File: config.mk
export PLATFORM = sky130hd
export DESIGN_NAME = interrupt_enable_priority_regs
export DESIGN_NICKNAME = d
export VERILOG_FILES = /design/src/verilog/irq_regs_pkg.sv /design/src/verilog/interrupt_enable_priority_regs.sv /design/src/verilog/irq_service_arbiter.sv
export SDC_FILE = /design/constraint.sdc
export NUM_CORES = 1
export LEC_CHECK = 0
export BUFFER_PORTS_ARGS = -buffer_cell sky130_fd_sc_hd__buf_2
export CORE_MARGIN = 1.5
export CORE_UTILIZATION = 25
export DETAILED_ROUTE_END_ITERATION = 10
export PLACE_DENSITY_LB_ADDON = 0.25
export SLEW_MARGIN = 20
export SYNTH_ARGS = -nofsm -noshare
export SYNTH_HDL_FRONTEND = slang
export SYNTH_SLANG_ARGS = --single-unit
export TNS_END_PERCENT = 10
File: constraint.sdc
create_clock -name clk_in -period 6.1 [get_ports clk_in]
set_input_delay 0.61 -clock clk_in [delete_from_list [all_inputs] [get_ports clk_in]]
set_output_delay 0.61 -clock clk_in [all_outputs]
set_load 0.02 [all_outputs]
File: src/verilog/irq_regs_pkg.sv
// Register map, field positions and source order of the interrupt enable and priority block
package irq_regs_pkg;
    // Register addresses on the special-function register bus
    localparam logic [7:0] PRIO_BASE_ADDR     = 8'hb8;
    localparam logic [7:0] EXT_ENABLE_ADDR    = 8'he6;
    localparam logic [7:0] EXT_PRIO_ADDR      = 8'hf6;
    localparam logic [7:0] UNMAPPED_READ      = 8'h00;
    // Reset values
    localparam logic [7:0] PRIO_BASE_RESET    = 8'h80;
    localparam logic [7:0] EXT_ENABLE_RESET   = 8'h00;
    localparam logic [7:0] EXT_PRIO_RESET     = 8'h00;
    // Base priority register fields
    localparam int PRIO_FIXED_BIT             = 7;
    localparam int SYNC_SERIAL_ZERO_BIT       = 6;
    localparam int TIMER_TWO_BIT              = 5;
    localparam int ASYNC_SERIAL_BIT           = 4;
    localparam int TIMER_ONE_BIT              = 3;
    localparam int EXT_INT_ONE_BIT            = 2;
    localparam int TIMER_ZERO_BIT             = 1;
    localparam int EXT_INT_ZERO_BIT           = 0;
    // Extended enable and priority register fields
    localparam int TIMER_THREE_BIT            = 7;
    localparam int COMPARATOR_ONE_BIT         = 6;
    localparam int COMPARATOR_ZERO_BIT        = 5;
    localparam int COUNTER_ARRAY_BIT          = 4;
    localparam int CONVERSION_DONE_BIT        = 3;
    localparam int WINDOW_COMPARE_BIT         = 2;
    localparam int CLOCK_ALARM_BIT            = 1;
    localparam int TWO_WIRE_PORT_BIT          = 0;
    // Source order, lowest index wins inside one level
    localparam int BASE_SOURCES               = 7;
    localparam int EXT_SOURCES                = 8;
    localparam int NUM_SOURCES                = 15;
    localparam int SRC_INDEX_W                = 4;
    localparam int COUNTER_ARRAY_FLAGS        = 7;
    // Service state of the core
    typedef enum logic [1:0] {
        SVC_IDLE      = 2'b00,
        SVC_LOW       = 2'b01,
        SVC_HIGH      = 2'b10,
        SVC_HIGH_LOW  = 2'b11
    } svc_state_e;
endpackage

File: src/verilog/interrupt_enable_priority_regs.sv
// Base priority, extended enable and extended priority registers with request gating
`timescale 1ns/1ps
// Contract
// - Base priority top bit reads one, ignores writes
// - Bits 6 and 4 set serial levels
// - Bits 5, 3, 1 set timer levels
// - Bits 2 and 0 set external levels
// - Ext enable bit 7 gates timer three
// - Ext enable bit 6 gates comparator one
// - Ext enable bit 5 gates comparator zero
// - Ext enable bit 4 gates counter array
// - Ext enable bit 3 gates conversion done
// - Ext enable bit 2 gates window compare
// - Ext enable bit 1 gates clock alarm
// - Ext enable bit 0 gates two-wire port
// - Ext priority bit 7 sets timer three level
// - Ext priority bits 6, 5 set comparator levels
// - Ext priority bit 4 sets counter array
// - Ext priority bits 3, 2 set converter levels
// - Ext priority bit 1 sets clock alarm
// - Ext priority bit 0 sets two-wire port
// - Global enable clear blocks every source
// - Disabling never touches pending flags
module interrupt_enable_priority_regs
    import irq_regs_pkg::*;
#(
    parameter int PCA_FLAGS = COUNTER_ARRAY_FLAGS
) (
    input  wire logic                     clk_in,
    input  wire logic                     reset_in,
    input  wire logic [7:0]               sfr_addr_in,
    input  wire logic                     sfr_write_in,
    input  wire logic                     sfr_read_in,
    input  wire logic [7:0]               sfr_wdata_in,
    output logic [7:0]                    sfr_rdata_out,
    output logic                          sfr_hit_out,
    input  wire logic                     global_interrupt_enable_in,
    input  wire logic [BASE_SOURCES-1:0]  base_enable_in,
    input  wire logic [BASE_SOURCES-1:0]  base_pending_in,
    input  wire logic                     timer_three_low_overflow_flag_in,
    input  wire logic                     timer_three_high_overflow_flag_in,
    input  wire logic                     comparator_one_rise_flag_in,
    input  wire logic                     comparator_one_fall_flag_in,
    input  wire logic                     comparator_zero_rise_flag_in,
    input  wire logic                     comparator_zero_fall_flag_in,
    input  wire logic [PCA_FLAGS-1:0]     counter_array_flags_in,
    input  wire logic                     conversion_done_flag_in,
    input  wire logic                     window_compare_flag_in,
    input  wire logic                     clock_alarm_flag_in,
    input  wire logic                     two_wire_port_flag_in,
    input  wire logic                     vector_taken_in,
    input  wire logic                     service_return_in,
    output logic [NUM_SOURCES-1:0]        source_request_out,
    output logic [NUM_SOURCES-1:0]        source_level_out,
    output logic                          irq_valid_out,
    output logic [SRC_INDEX_W-1:0]        irq_index_out,
    output logic                          irq_high_out,
    output logic [1:0]                    service_state_out
);
    initial begin
        if (PCA_FLAGS < 1) begin
            $error("PCA_FLAGS must be at least one");
        end
    end

    // Only seven base bits are stored; the top bit is not a flip-flop
    logic [BASE_SOURCES-1:0] base_level;
    logic [7:0]              ext_enable;
    logic [7:0]              ext_level;
    logic [NUM_SOURCES-1:0]  next_request;

    // Address decode
    wire sel_base_prio = (sfr_addr_in == PRIO_BASE_ADDR);
    wire sel_ext_en    = (sfr_addr_in == EXT_ENABLE_ADDR);
    wire sel_ext_prio  = (sfr_addr_in == EXT_PRIO_ADDR);
    wire wr_base_prio  = sfr_write_in && sel_base_prio;
    wire wr_ext_en     = sfr_write_in && sel_ext_en;
    wire wr_ext_prio   = sfr_write_in && sel_ext_prio;

    assign sfr_hit_out = sel_base_prio || sel_ext_en || sel_ext_prio;

    // Read data mux; the fixed top bit is forced here, not stored
    wire [7:0] base_prio_view = {1'b1, base_level};
    wire [7:0] next_rdata     = sel_base_prio ? base_prio_view :
                                sel_ext_en    ? ext_enable :
                                sel_ext_prio  ? ext_level :
                                UNMAPPED_READ;

    // Named register fields
    wire sync_serial_zero_level = base_level[SYNC_SERIAL_ZERO_BIT];
    wire async_serial_level     = base_level[ASYNC_SERIAL_BIT];
    wire timer_two_level        = base_level[TIMER_TWO_BIT];
    wire timer_one_level        = base_level[TIMER_ONE_BIT];
    wire timer_zero_level       = base_level[TIMER_ZERO_BIT];
    wire ext_int_one_level      = base_level[EXT_INT_ONE_BIT];
    wire ext_int_zero_level     = base_level[EXT_INT_ZERO_BIT];

    wire timer_three_enable     = ext_enable[TIMER_THREE_BIT];
    wire comparator_one_enable  = ext_enable[COMPARATOR_ONE_BIT];
    wire comparator_zero_enable = ext_enable[COMPARATOR_ZERO_BIT];
    wire counter_array_enable   = ext_enable[COUNTER_ARRAY_BIT];
    wire conversion_done_enable = ext_enable[CONVERSION_DONE_BIT];
    wire window_compare_enable  = ext_enable[WINDOW_COMPARE_BIT];
    wire clock_alarm_enable     = ext_enable[CLOCK_ALARM_BIT];
    wire two_wire_port_enable   = ext_enable[TWO_WIRE_PORT_BIT];

    wire timer_three_level      = ext_level[TIMER_THREE_BIT];
    wire comparator_one_level   = ext_level[COMPARATOR_ONE_BIT];
    wire comparator_zero_level  = ext_level[COMPARATOR_ZERO_BIT];
    wire counter_array_level    = ext_level[COUNTER_ARRAY_BIT];
    wire conversion_done_level  = ext_level[CONVERSION_DONE_BIT];
    wire window_compare_level   = ext_level[WINDOW_COMPARE_BIT];
    wire clock_alarm_level      = ext_level[CLOCK_ALARM_BIT];
    wire two_wire_port_level    = ext_level[TWO_WIRE_PORT_BIT];

    // Source-side pending, one bit per vector; flags are only read, never cleared here
    wire [EXT_SOURCES-1:0] ext_pending;
    assign ext_pending[TIMER_THREE_BIT]     = timer_three_low_overflow_flag_in ||
                                              timer_three_high_overflow_flag_in;
    assign ext_pending[COMPARATOR_ONE_BIT]  = comparator_one_rise_flag_in ||
                                              comparator_one_fall_flag_in;
    assign ext_pending[COMPARATOR_ZERO_BIT] = comparator_zero_rise_flag_in ||
                                              comparator_zero_fall_flag_in;
    assign ext_pending[COUNTER_ARRAY_BIT]   = |counter_array_flags_in;
    assign ext_pending[CONVERSION_DONE_BIT] = conversion_done_flag_in;
    assign ext_pending[WINDOW_COMPARE_BIT]  = window_compare_flag_in;
    assign ext_pending[CLOCK_ALARM_BIT]     = clock_alarm_flag_in;
    assign ext_pending[TWO_WIRE_PORT_BIT]   = two_wire_port_flag_in;

    wire [NUM_SOURCES-1:0] all_pending = {ext_pending, base_pending_in};
    wire [NUM_SOURCES-1:0] all_enable  = {ext_enable, base_enable_in};
    wire [NUM_SOURCES-1:0] all_level   = {ext_level, base_level};

    // Gating per source; a disabled source stays pending upstream
    genvar g;
    generate
        for (g = 0; g < NUM_SOURCES; g++) begin : gen_gate
            assign next_request[g] = all_pending[g] && all_enable[g] &&
                                     global_interrupt_enable_in;
        end
    endgenerate

    always_ff @(posedge clk_in or posedge reset_in) begin
        if (reset_in) begin
            base_level <= PRIO_BASE_RESET[BASE_SOURCES-1:0];
        end else if (wr_base_prio) begin
            base_level <= sfr_wdata_in[BASE_SOURCES-1:0];
        end
    end

    always_ff @(posedge clk_in or posedge reset_in) begin
        if (reset_in) begin
            ext_enable <= EXT_ENABLE_RESET;
        end else if (wr_ext_en) begin
            ext_enable <= sfr_wdata_in;
        end
    end

    always_ff @(posedge clk_in or posedge reset_in) begin
        if (reset_in) begin
            ext_level <= EXT_PRIO_RESET;
        end else if (wr_ext_prio) begin
            ext_level <= sfr_wdata_in;
        end
    end

    // Read data holds until the next read strobe
    always_ff @(posedge clk_in or posedge reset_in) begin
        if (reset_in) begin
            sfr_rdata_out <= UNMAPPED_READ;
        end else if (sfr_read_in) begin
            sfr_rdata_out <= next_rdata;
        end
    end

    // Registered so that the arbiter sees a settled request set
    always_ff @(posedge clk_in or posedge reset_in) begin
        if (reset_in) begin
            source_request_out <= '0;
            source_level_out   <= '0;
        end else begin
            source_request_out <= next_request;
            source_level_out   <= all_level;
        end
    end

    irq_service_arbiter #(
        .NUM_SRC           (NUM_SOURCES)
    ) u_arbiter (
        .clk_in            (clk_in),
        .reset_in          (reset_in),
        .request_in        (source_request_out),
        .level_in          (source_level_out),
        .vector_taken_in   (vector_taken_in),
        .service_return_in (service_return_in),
        .irq_valid_out     (irq_valid_out),
        .irq_index_out     (irq_index_out),
        .irq_high_out      (irq_high_out),
        .service_state_out (service_state_out)
    );
endmodule

File: src/verilog/irq_service_arbiter.sv
// Two-level interrupt selection and service nesting tracker
`timescale 1ns/1ps
module irq_service_arbiter
    import irq_regs_pkg::*;
#(
    parameter int NUM_SRC = NUM_SOURCES
) (
    input  wire logic                   clk_in,
    input  wire logic                   reset_in,
    input  wire logic [NUM_SRC-1:0]     request_in,
    input  wire logic [NUM_SRC-1:0]     level_in,
    input  wire logic                   vector_taken_in,
    input  wire logic                   service_return_in,
    output logic                        irq_valid_out,
    output logic [SRC_INDEX_W-1:0]      irq_index_out,
    output logic                        irq_high_out,
    output logic [1:0]                  service_state_out
);
    initial begin
        if (NUM_SRC < 1 || NUM_SRC > (1 << SRC_INDEX_W)) begin
            $error("NUM_SRC out of range");
        end
    end

    svc_state_e             state;
    svc_state_e             next_state;
    logic                   hi_found;
    logic                   lo_found;
    logic [SRC_INDEX_W-1:0] hi_idx;
    logic [SRC_INDEX_W-1:0] lo_idx;

    wire taken       = vector_taken_in && irq_valid_out;
    wire offer_high  = hi_found && (next_state == SVC_IDLE || next_state == SVC_LOW);
    wire offer_low   = lo_found && (next_state == SVC_IDLE);
    wire next_valid  = offer_high || offer_low;
    wire [SRC_INDEX_W-1:0] next_index = offer_high ? hi_idx : lo_idx;

    // Descending scan leaves the lowest index found at each level
    always_comb begin
        hi_found = 1'b0;
        lo_found = 1'b0;
        hi_idx   = '0;
        lo_idx   = '0;
        for (int i = NUM_SRC - 1; i >= 0; i--) begin
            if (request_in[i] && level_in[i]) begin
                hi_found = 1'b1;
                hi_idx   = SRC_INDEX_W'(i);
            end
            if (request_in[i] && !level_in[i]) begin
                lo_found = 1'b1;
                lo_idx   = SRC_INDEX_W'(i);
            end
        end
    end

    // A high routine may nest inside a low one, never the other way
    always_comb begin
        next_state = state;
        case (state)
            SVC_IDLE: begin
                if (taken) begin
                    next_state = irq_high_out ? SVC_HIGH : SVC_LOW;
                end
            end
            SVC_LOW: begin
                if (taken) begin
                    next_state = SVC_HIGH_LOW;
                end else if (service_return_in) begin
                    next_state = SVC_IDLE;
                end
            end
            SVC_HIGH: begin
                if (service_return_in) begin
                    next_state = SVC_IDLE;
                end
            end
            SVC_HIGH_LOW: begin
                if (service_return_in) begin
                    next_state = SVC_LOW;
                end
            end
            default: next_state = SVC_IDLE;
        endcase
    end

    always_ff @(posedge clk_in or posedge reset_in) begin
        if (reset_in) begin
            state         <= SVC_IDLE;
            irq_valid_out <= 1'b0;
            irq_index_out <= '0;
            irq_high_out  <= 1'b0;
        end else begin
            state         <= next_state;
            irq_valid_out <= next_valid;
            irq_index_out <= next_index;
            irq_high_out  <= offer_high;
        end
    end

    assign service_state_out = state;
endmodule

# Yosys cells after proc, flatten, opt, wreduce, memory -nomap -nowiden
# Cells that the tools add are included.
[word_totals]
output_inout_bits = 47
regBits = 69
in_bits = 54
word_cells = 178
[op_classes]
reduce_logical = 91
mux = 70
n_eq_ne = 7
[op_table]
columns = ["op", "n"]
rows = [
  ["4-bit two-way mux", 31],
  ["1-bit logical AND", 66],
  ["1-bit two-way mux", 30],
  ["8-bit equality test, second input constant", 3],
  ["8-bit two-way mux", 3],
  ["1-bit logical NOT", 15],
  ["2-bit two-way mux", 5],
  ["2-bit case mux with 4 select lines", 1],
  ["1-bit logical OR", 7],
  ["7-bit OR reduction", 1],
  ["2-bit by 1-bit equality test with 1-bit output, second input constant", 2],
  ["2-bit equality test, second input constant", 2],
  ["2-bit logical NOT", 2],
]

# Logic depth before layout (Yosys ltp)
# Gate-level depths: netlist of the first run.
[depth]
ltp_word = 19
ltp_mapped = 5
mapped_depth_nobuf = 5

# By module
# From an unflattened synthesis of the first run, not the netlist that was laid out.
[hier_totals]
cells_unflattened = 265
area_unflattened_um2 = 3116.7
[by_module_without_submodules]
columns = ["mod", "area_per_inst_um2", "cells_each", "instances", "seq_area_each_um2"]
rows = [
  ["interrupt_enable_priority_regs", 2349.8, 164, 1, 1526.5],
  ["irq_service_arbiter", 767.0, 101, 1, 200.2],
]

# Least setup slack after synthesis of the first run
# OpenSTA, ideal clock, no wires.
[synth_path]
path_kind = "input to output"
start = "in sfr_addr_in[1]"
end = "out sfr_hit_out"
required_ps = 5490
slack_ps = 3918
t_arrival_ps = 1572
stages = 2
path_cell_list = "or4_4 -> a21oi_1"
[synth_via]
elab_chain_cells = 3
[synth_lines]
columns = ["item", "line_no", "source"]
rows = [
  ["from (decl)", "interrupt_enable_priority_regs.sv:31", "input wire logic [7:0] sfr_addr_in,"],
  ["8-bit equality test (on tied branches)", "interrupt_enable_priority_regs.sv:73, interrupt_enable_priority_regs.sv:74", ""],
  ["1-bit logical OR", "interrupt_enable_priority_regs.sv:80", "assign sfr_hit_out = sel_base_prio || sel_ext_en || sel_ext_prio;"],
  ["1-bit logical OR *", "interrupt_enable_priority_regs.sv:80", ""],
  ["to (decl)", "interrupt_enable_priority_regs.sv:36", "output logic sfr_hit_out,"],
]
# Every way passes the cells marked *; elsewhere a longest branch is shown, timed or not.

# Final worst setup path of the first run
# Same ends and word-level chain as after synthesis.

==> results.md, run 1 <==
- Post-Layout Cell Count: 514
- Crit path max fanout: 2
- Slew Viols, Final: 0
- DIE AREA: 12830 µm²
- Largest net degree at the start of global routing: 70
- PwrDens: 302.6 nW/µm²
- Total GRT Usage: 13.36%
- Post-CTS Setup Bufs: 0
- Fmax: 449.2 MHz
- Die Wd: 113.3 µm
- Most frequent cells in the layout: buf_2, dfrtp_1, nand2_1, mux2_2, a22oi_1
- Main combinational cell family by area after synthesis: simple AND/OR/NAND/NOR gates
- I/O Buffers: 100
- Synthesized area: 3040 µm²
- Io pins: 101
- Min Tclk post-route: 2.226 ns
- DR vias/cell: 4.712
- Initial core utilization: 25.42%
- DR iter-0 viols: 100
- Fillers: 1213
- Area Growth Syn to Fin: 32.92%
- RePlAce Congestion: 0.7582
- Dpl ws: 3.701 ns
- Post-synthesis adder-cell area fraction: 0%
- Setup ws final: 3.874 ns
- Layout cells sized above 1: 41.14%
- WL met2: 3.973 mm
- N_diodes: 0
- Max IR drop VDD: 0.1194 mV
- Final Hold Violating Endpoints: 0
- Max Cap Violations: 0
- CTS tree: done
- Path category of the worst min-delay check: register to register
- CTS clk-pin slew, worst paths: 0.05 ns
- Post-synth EDFFs: 0
- Mux contribution to synthesized area: 9.753%
- Worst Setup Start Kind: input pin
- Worst Skew: 0.005659 ns
- Wire length on met1: 3.704 mm
- Initial antenna violation count: 0
- H-tree Lvls: 3
- Crit path capture type: output port
- Distinct cells, synth: 47
- Post-DP Area: 3714 µm²
- Worst endpoint required time: 5.49 ns
- Yosys reg bits: 69
- Avg WL per Cell: 15.89 µm
- Post-Syn Instances: 254
- Compound-gate portion of the synthesized area: 15.35%
- Leading cell type in the layout, fill and taps excluded: buf_2
- Total design power: 1.223 mW
- Maximum clock path buffer count: 2
- Total gr overflow: 0
- DRT Pass-1 Iters: 4
- Post-Synth Simple-Gate Area: 16.50%
- First-pass GRT wire length: 13.00 mm
- Core Area: 11960 µm²
- CTS Sinks: 69
- Residual DRC: 0
- Uppermost layer routed: met4
- Root Buffer: clkbuf_16
- Net Count, Synth: 308
- Sequential-to-total area share from yosys stat: 56.79%
- Fraction of registers with async set/reset: 100.0%
- FF-to-FF setup slack: 4.25 ns
- Post-synth top area cell: dfrtp_1
- Post-CTS resize count: 0
- Routed WL: 8.170 mm
- Synth Warn #: 0
- DR WL met3: 386 µm
- RSZ-0062 raised after global routing: false
- # rows: 40
- Die H: 113.3 µm
- Setup TNS: 0 ns
- Clk_lat worst skew: 0.32 ns
- Synth top area cells: dfrtp_1, mux2_2, mux2_4
- Static leakage: 2.171 nW
- Status: completed
- Post-Route Utilization: 33.79%
- Final ANT Viol Nets: 0
- Min Hold Slack: 0.4001 ns
- TritonCTS Buffers: 9
- Least-Margin Pin Slew: 0.8691 ns
- Vias in the first global route: 2414
- Final setup viols: 0
- Synth top area share: 56.79%
- Top_reg_cell synth: dfrtp_1
- Syn_area_per_cell: 11.97 µm²
- Placed Cells: 498
- Hold_buf cts: 0
- Routed vias: 2422
- Slew headroom: 42.06%
- Final HPWL DP: 6.414 mm
- Crit Path Category: input pin to output port
- XOR/XNOR Fraction of Synth Area: 0%
- Worst endpoint data arrival time: 1.62 ns
- Final #Nets: 416
- Fin crit share: 36.50%
- Post-Layout Inst Area: 4041 µm²
-- logic make-up after synthesis --
family	after synthesis
compound gates	62
buf+inv	12
flops	69
mux	24
simple gates	87
-- critical path: stages --
cell and delay [ns]:
buf_2 0.10, or4_4 0.57, a21oi_1 0.16, buf_2 0.17
-- Yosys cell counts, drive strengths merged (3+ instances only) --
master  number
dfrtp       69
nand2       27
mux2        24
a22oi       14
nor2        13
and3        12
a21oi       10
nor2b       10
a31oi        9
inv          8
nand2b       7
o21ai        6
nor3         4
nand3        3
o211a        3
o211ai       3
-- power by group --
group          internal, mW  switching (mW)
sequential            0.488          0.0267
combinational        0.0565          0.0834
clock                 0.381           0.188
total                 0.925           0.298
-- cell type report --
type                    count  area, µm²  area share, %
flip-flops and latches     69       1727          42.72
multi-input cells         173       1265          31.30
well taps                 147      183.9          4.551
clock buffers              13      260.3          6.440
inverters                   8      30.03         0.7430
clock inverters             3      67.56          1.672
repair buffers            101      508.0          12.57
-- path summary, 6_finish.rpt --
check | start | endpoint | cells past startpoint
worst max-delay path | sfr_addr_in[1] | sfr_hit_out | 4
worst min-delay path | ext_level[1] | source_level_out[8] | 0
worst max register to register | source_request_out[3] | u_arbiter.irq_index_out[0] | 5
worst min register to register | ext_level[1] | source_level_out[8] | 0
max in group asynchronous | reset_in | source_request_out[9] | 3
min in group asynchronous | reset_in | u_arbiter.service_state_out[1] | 3
-- routing by layer --
metal | up-vias | global-route usage, %
li1 | 1165 | -
met1 | 1179 | 17.58
met2 | 69 | 21.66
met3 | 9 | 3.321
met4 | 0 | 4.333
met5 | - | 0
-- sequential cells by signal (all words and copies together) (netlist names) --
signal / cells
ext_level: 8
u_arbiter.service_state_out: 2
source_level_out: 15
sfr_rdata_out: 8
ext_enable: 8
u_arbiter.irq_valid_out: 1
u_arbiter.irq_high_out: 1
base_level: 7
source_request_out: 15
u_arbiter.irq_index_out: 4
(Power assumes the default switching activity.)
==> run 2: changes to the inputs <==
ABC_AREA = 1   (was default)
clock period = 1.9 ns   (was 6.1 ns; I/O delays follow)
==> run 2 against run 1 <==
  * Die area is 2.3% higher
  * Hold slack got worse by 0.33 ns
  * Flip-flop and latch count unchanged
  * Synthesized area is 2.4% higher
  * Synthesized cell count rose by 43%
  * Sequential power increased to 3.2 times the previous value
  * Clock power grew to 2.9 times the previous value
  * Critical endpoint is now u_arbiter.irq_index_out[1]
  * Largest power group unchanged
==> results.md, run 2 <==
- Area Growth Syn to Fin: 33.40%
- Vias in the first global route: 2729 (+13%)
- Setup crit end: u_arbiter.irq_index_out[1]
- Max Cap Violations: 0 (unchanged)
- Fin crit share: 83.41%
- Slew Viols, Final: 0 (unchanged)
- Final ANT Viol Nets: 0 (unchanged)
- Least-Margin Pin Slew: 0.5136 ns (-0.3556 ns)
- Post-CTS Setup Bufs: 0 (unchanged)
- Fmax: 631.0 MHz
- Residual DRC: 0 (unchanged)
- Status: completed
- # rows: 40 (unchanged)
- Crit-path slowest cell: dfrtp_1
- Final HPWL DP: 6.680 mm (+4.1%)
- Post-DP Area: 3844 µm² (+3.5%)
- DR vias/cell: 4.301 (-8.7%)
- Fraction of registers with async set/reset: 100.0% (unchanged)
- Leading cell type in the layout, fill and taps excluded: nand2_1
- Synth Warn #: 0 (unchanged)
- Total design power: 3.734 mW (+210%)
- H-tree Lvls: 3 (unchanged)
- Worst endpoint required time: 2.14 ns (-3.35 ns)
- Worst endpoint data arrival time: 1.82 ns (+0.20 ns)
- DRT Pass-1 Iters: 4 (unchanged)
- Length in cells of the worst reg-to-reg path: 9 (+4)
- Slowest stage delay, CP: 0.38 ns (-0.19 ns)
- CTS tree: done
- Min Tclk post-route: 1.585 ns
- Slew headroom: 65.72% (+24 points)
- Post-Layout Inst Area: 4153 µm² (+2.8%)
- Initial core utilization: 25.81% (+0.39 points)
- Routed WL: 8.407 mm (+2.9%)
- RR Startpoint: source_request_out[11]
- Distinct cells, synth: 29 (-38%)
- Die H: 114.6 µm (+1.2%)
- RR Endpoint: u_arbiter.irq_index_out[1]
- Setup TNS: 0 ns (unchanged)
- Count leader, synth: nand2_1
- Biggest registers after layout: source_level_out x15, source_request_out x15
- Synth top area share: 55.47% (-1.3 points)
- DIE AREA: 13130 µm² (+2.3%)
- Yosys reg bits: 69 (unchanged)
- Syn_area_per_cell: 8.599 µm² (-28%)
- CP delay by family, top: simple AND/OR/NAND/NOR gates
- First-pass GRT wire length: 13.46 mm (+3.5%)
- Hold-critical path depth: 3 (+3)
- Worst Skew: 0.01025 ns (+0.004595 ns)
- I/O Buffers: 100 (unchanged)
- Synth top cells by count: nand2_1, dfrtp_1, nor2_1
- Largest net degree at the start of global routing: 70 (unchanged)
- Worst Setup Start Kind: register
- Most frequent cells in the layout: nand2_1, buf_2, dfrtp_1, nor2_1, inv_1
- Root Buffer: clkbuf_16
- TritonCTS Buffers: 9 (unchanged)
- Net Count, Synth: 416 (+35%)
- Synthesized area: 3113 µm² (+2.4%)
- Die Wd: 114.6 µm (+1.2%)
- Total GRT Usage: 13.69% (+0.33 points)
- PwrDens: 899.2 nW/µm² (+200%)
- Crit path max fanout: 4 (+2)
- Cells along the critical path: nand2_1, nand2_1, nor2_1, nand4_1, o21ai_1, inv_1, nor2_1, o21ai_0, o21ai_0
- DR iter-0 viols: 176 (+76%)
- RePlAce Congestion: 0.7975 (+5.2%)
- Avg WL per Cell: 12.99 µm (-18%)
- CTS Sinks: 69 (unchanged)
- Total gr overflow: 0 (unchanged)
- Final setup viols: 0 (unchanged)
- Top_reg_cell synth: dfrtp_1
- Static leakage: 2.284 nW (+5.2%)
- Layout cells sized above 1: 28.81% (-12 points)
- Crit path capture type: register
- RSZ-0062 raised after global routing: false
- Worst setup path startpoint: source_request_out[11]
- Synth top area cells: dfrtp_1, nand2_1, o21ai_0
- Sequential-to-total area share from yosys stat: 55.47% (-1.3 points)
- CTS clk-pin slew, worst paths: 0.06 ns (about the same)
- Crit Path Category: register to register
- Io pins: 101 (unchanged)
- Core Area: 12060 µm² (+0.84%)
- N_diodes: 0 (unchanged)
- Post-synth top area cell: dfrtp_1
- Path category of the worst min-delay check: input pin to register
- Routed vias: 2783 (+15%)
- Crit path buf inv count: 1 (-1)
- FF-to-FF setup slack: 0.32 ns (-3.93 ns)
- Max IR drop VDD: 0.3853 mV (+220%)
- Maximum clock path buffer count: 2 (unchanged)
- Post-synth EDFFs: 0 (unchanged)
- WP depth: 9 (+5)
- Final #Nets: 528 (+27%)
- Clk_lat worst skew: 0.33 ns (about the same)
- Final Hold Violating Endpoints: 0 (unchanged)
- Initial antenna violation count: 0 (unchanged)
- Post-Syn Instances: 362 (+43%)
==> run 2: cell types whose count changed after synthesis, moves of 11 or more <==
cell,previous run,this run
nor2_1,12,34
o21ai_0,5,28
nand2_1,25,138
mux2_2,17,0
nand3_1,3,18
and3_1,12,0
a22oi_1,13,2
inv_1,8,33
==> run 2: routing by layer <==
metal,vias up,GRT usage [%],share of wire [%]
met5,-,0,0
met4,0,4.583,1.6
met3,13,3.864,5.4
met2,77,23.79,50
met1,1307,16.24,43
li1,1386,-,-
==> run 2: cell type report <==
| cell class | instances | area, µm² |
|---|---|---|
| fillers | 1260 | 7909 |
| well taps | 168 | 210.2 |
| flip-flops and latches | 69 | 1727 |
| multi-input cells | 255 | 1229 |
| clock buffers | 10 | 229.0 |
| inverters | 33 | 127.6 |
| clock inverters | 6 | 70.07 |
| repair buffers | 106 | 560.5 |
==> run 2: power breakdown <==
group / internal (mW) / switching (mW) / leakage, nW
registers: 1.55 / 0.0626 / 0.945
logic: 0.166 / 0.286 / 1.19
clock network: 1.03 / 0.639 / 0.147
total: 2.75 / 0.988 / 2.28
==> run 2: tightest hold or removal path: cells and delay by family <==
kind / cells / cell delay (ns)
buf+inv: 1 / 0.09
simple gates: 2 / 0.08
==> run 2: kinds of logic (layout without fill, tap and decap cells) <==
family,after synthesis,after routing,share of synthesized area (%)
AOI/OAI and AO/OA,51,51,10.05
DFF,69,69,55.47
buffers and inverters,38,155,5.064
and+or+nand+nor,204,204,29.42
==> run 2: how the worst min path moves through the flow <==
stage / start / end / slack, ns
floorplan: base_enable_in[0] / source_request_out[0] / 0.30
global placement: reset_in / u_arbiter.irq_index_out[3] / 0.32
detailed placement: reset_in / u_arbiter.irq_index_out[3] / 0.32
CTS: base_enable_in[1] / source_request_out[1] / 0.06
global route: base_enable_in[1] / source_request_out[1] / 0.07
finish: base_enable_in[1] / source_request_out[1] / 0.07
==> run 2: metrics by stage <==
step | hold WS, ns | util (%) | setup slack [ns] | std cells
floorplan | 0.2979 | - | 0.3620 | 362
global placement | 0.3172 | 31.87 | 0.3102 | 630
detailed placement | 0.3218 | 31.87 | 0.1991 | 630
CTS | 0.06385 | 34.43 | 0.1727 | 647
global route | 0.07146 | 34.43 | 0.1186 | 647
finish | 0.07119 | 34.43 | 0.3152 | 647
==> run 2: timing repair <==
action                                  in CTS  in global routing
endpoints found under the hold margin       69                  0
gates resized for setup                      0                  1
endpoints found under the setup margin       0                  2
hold buffers                                 1                  0
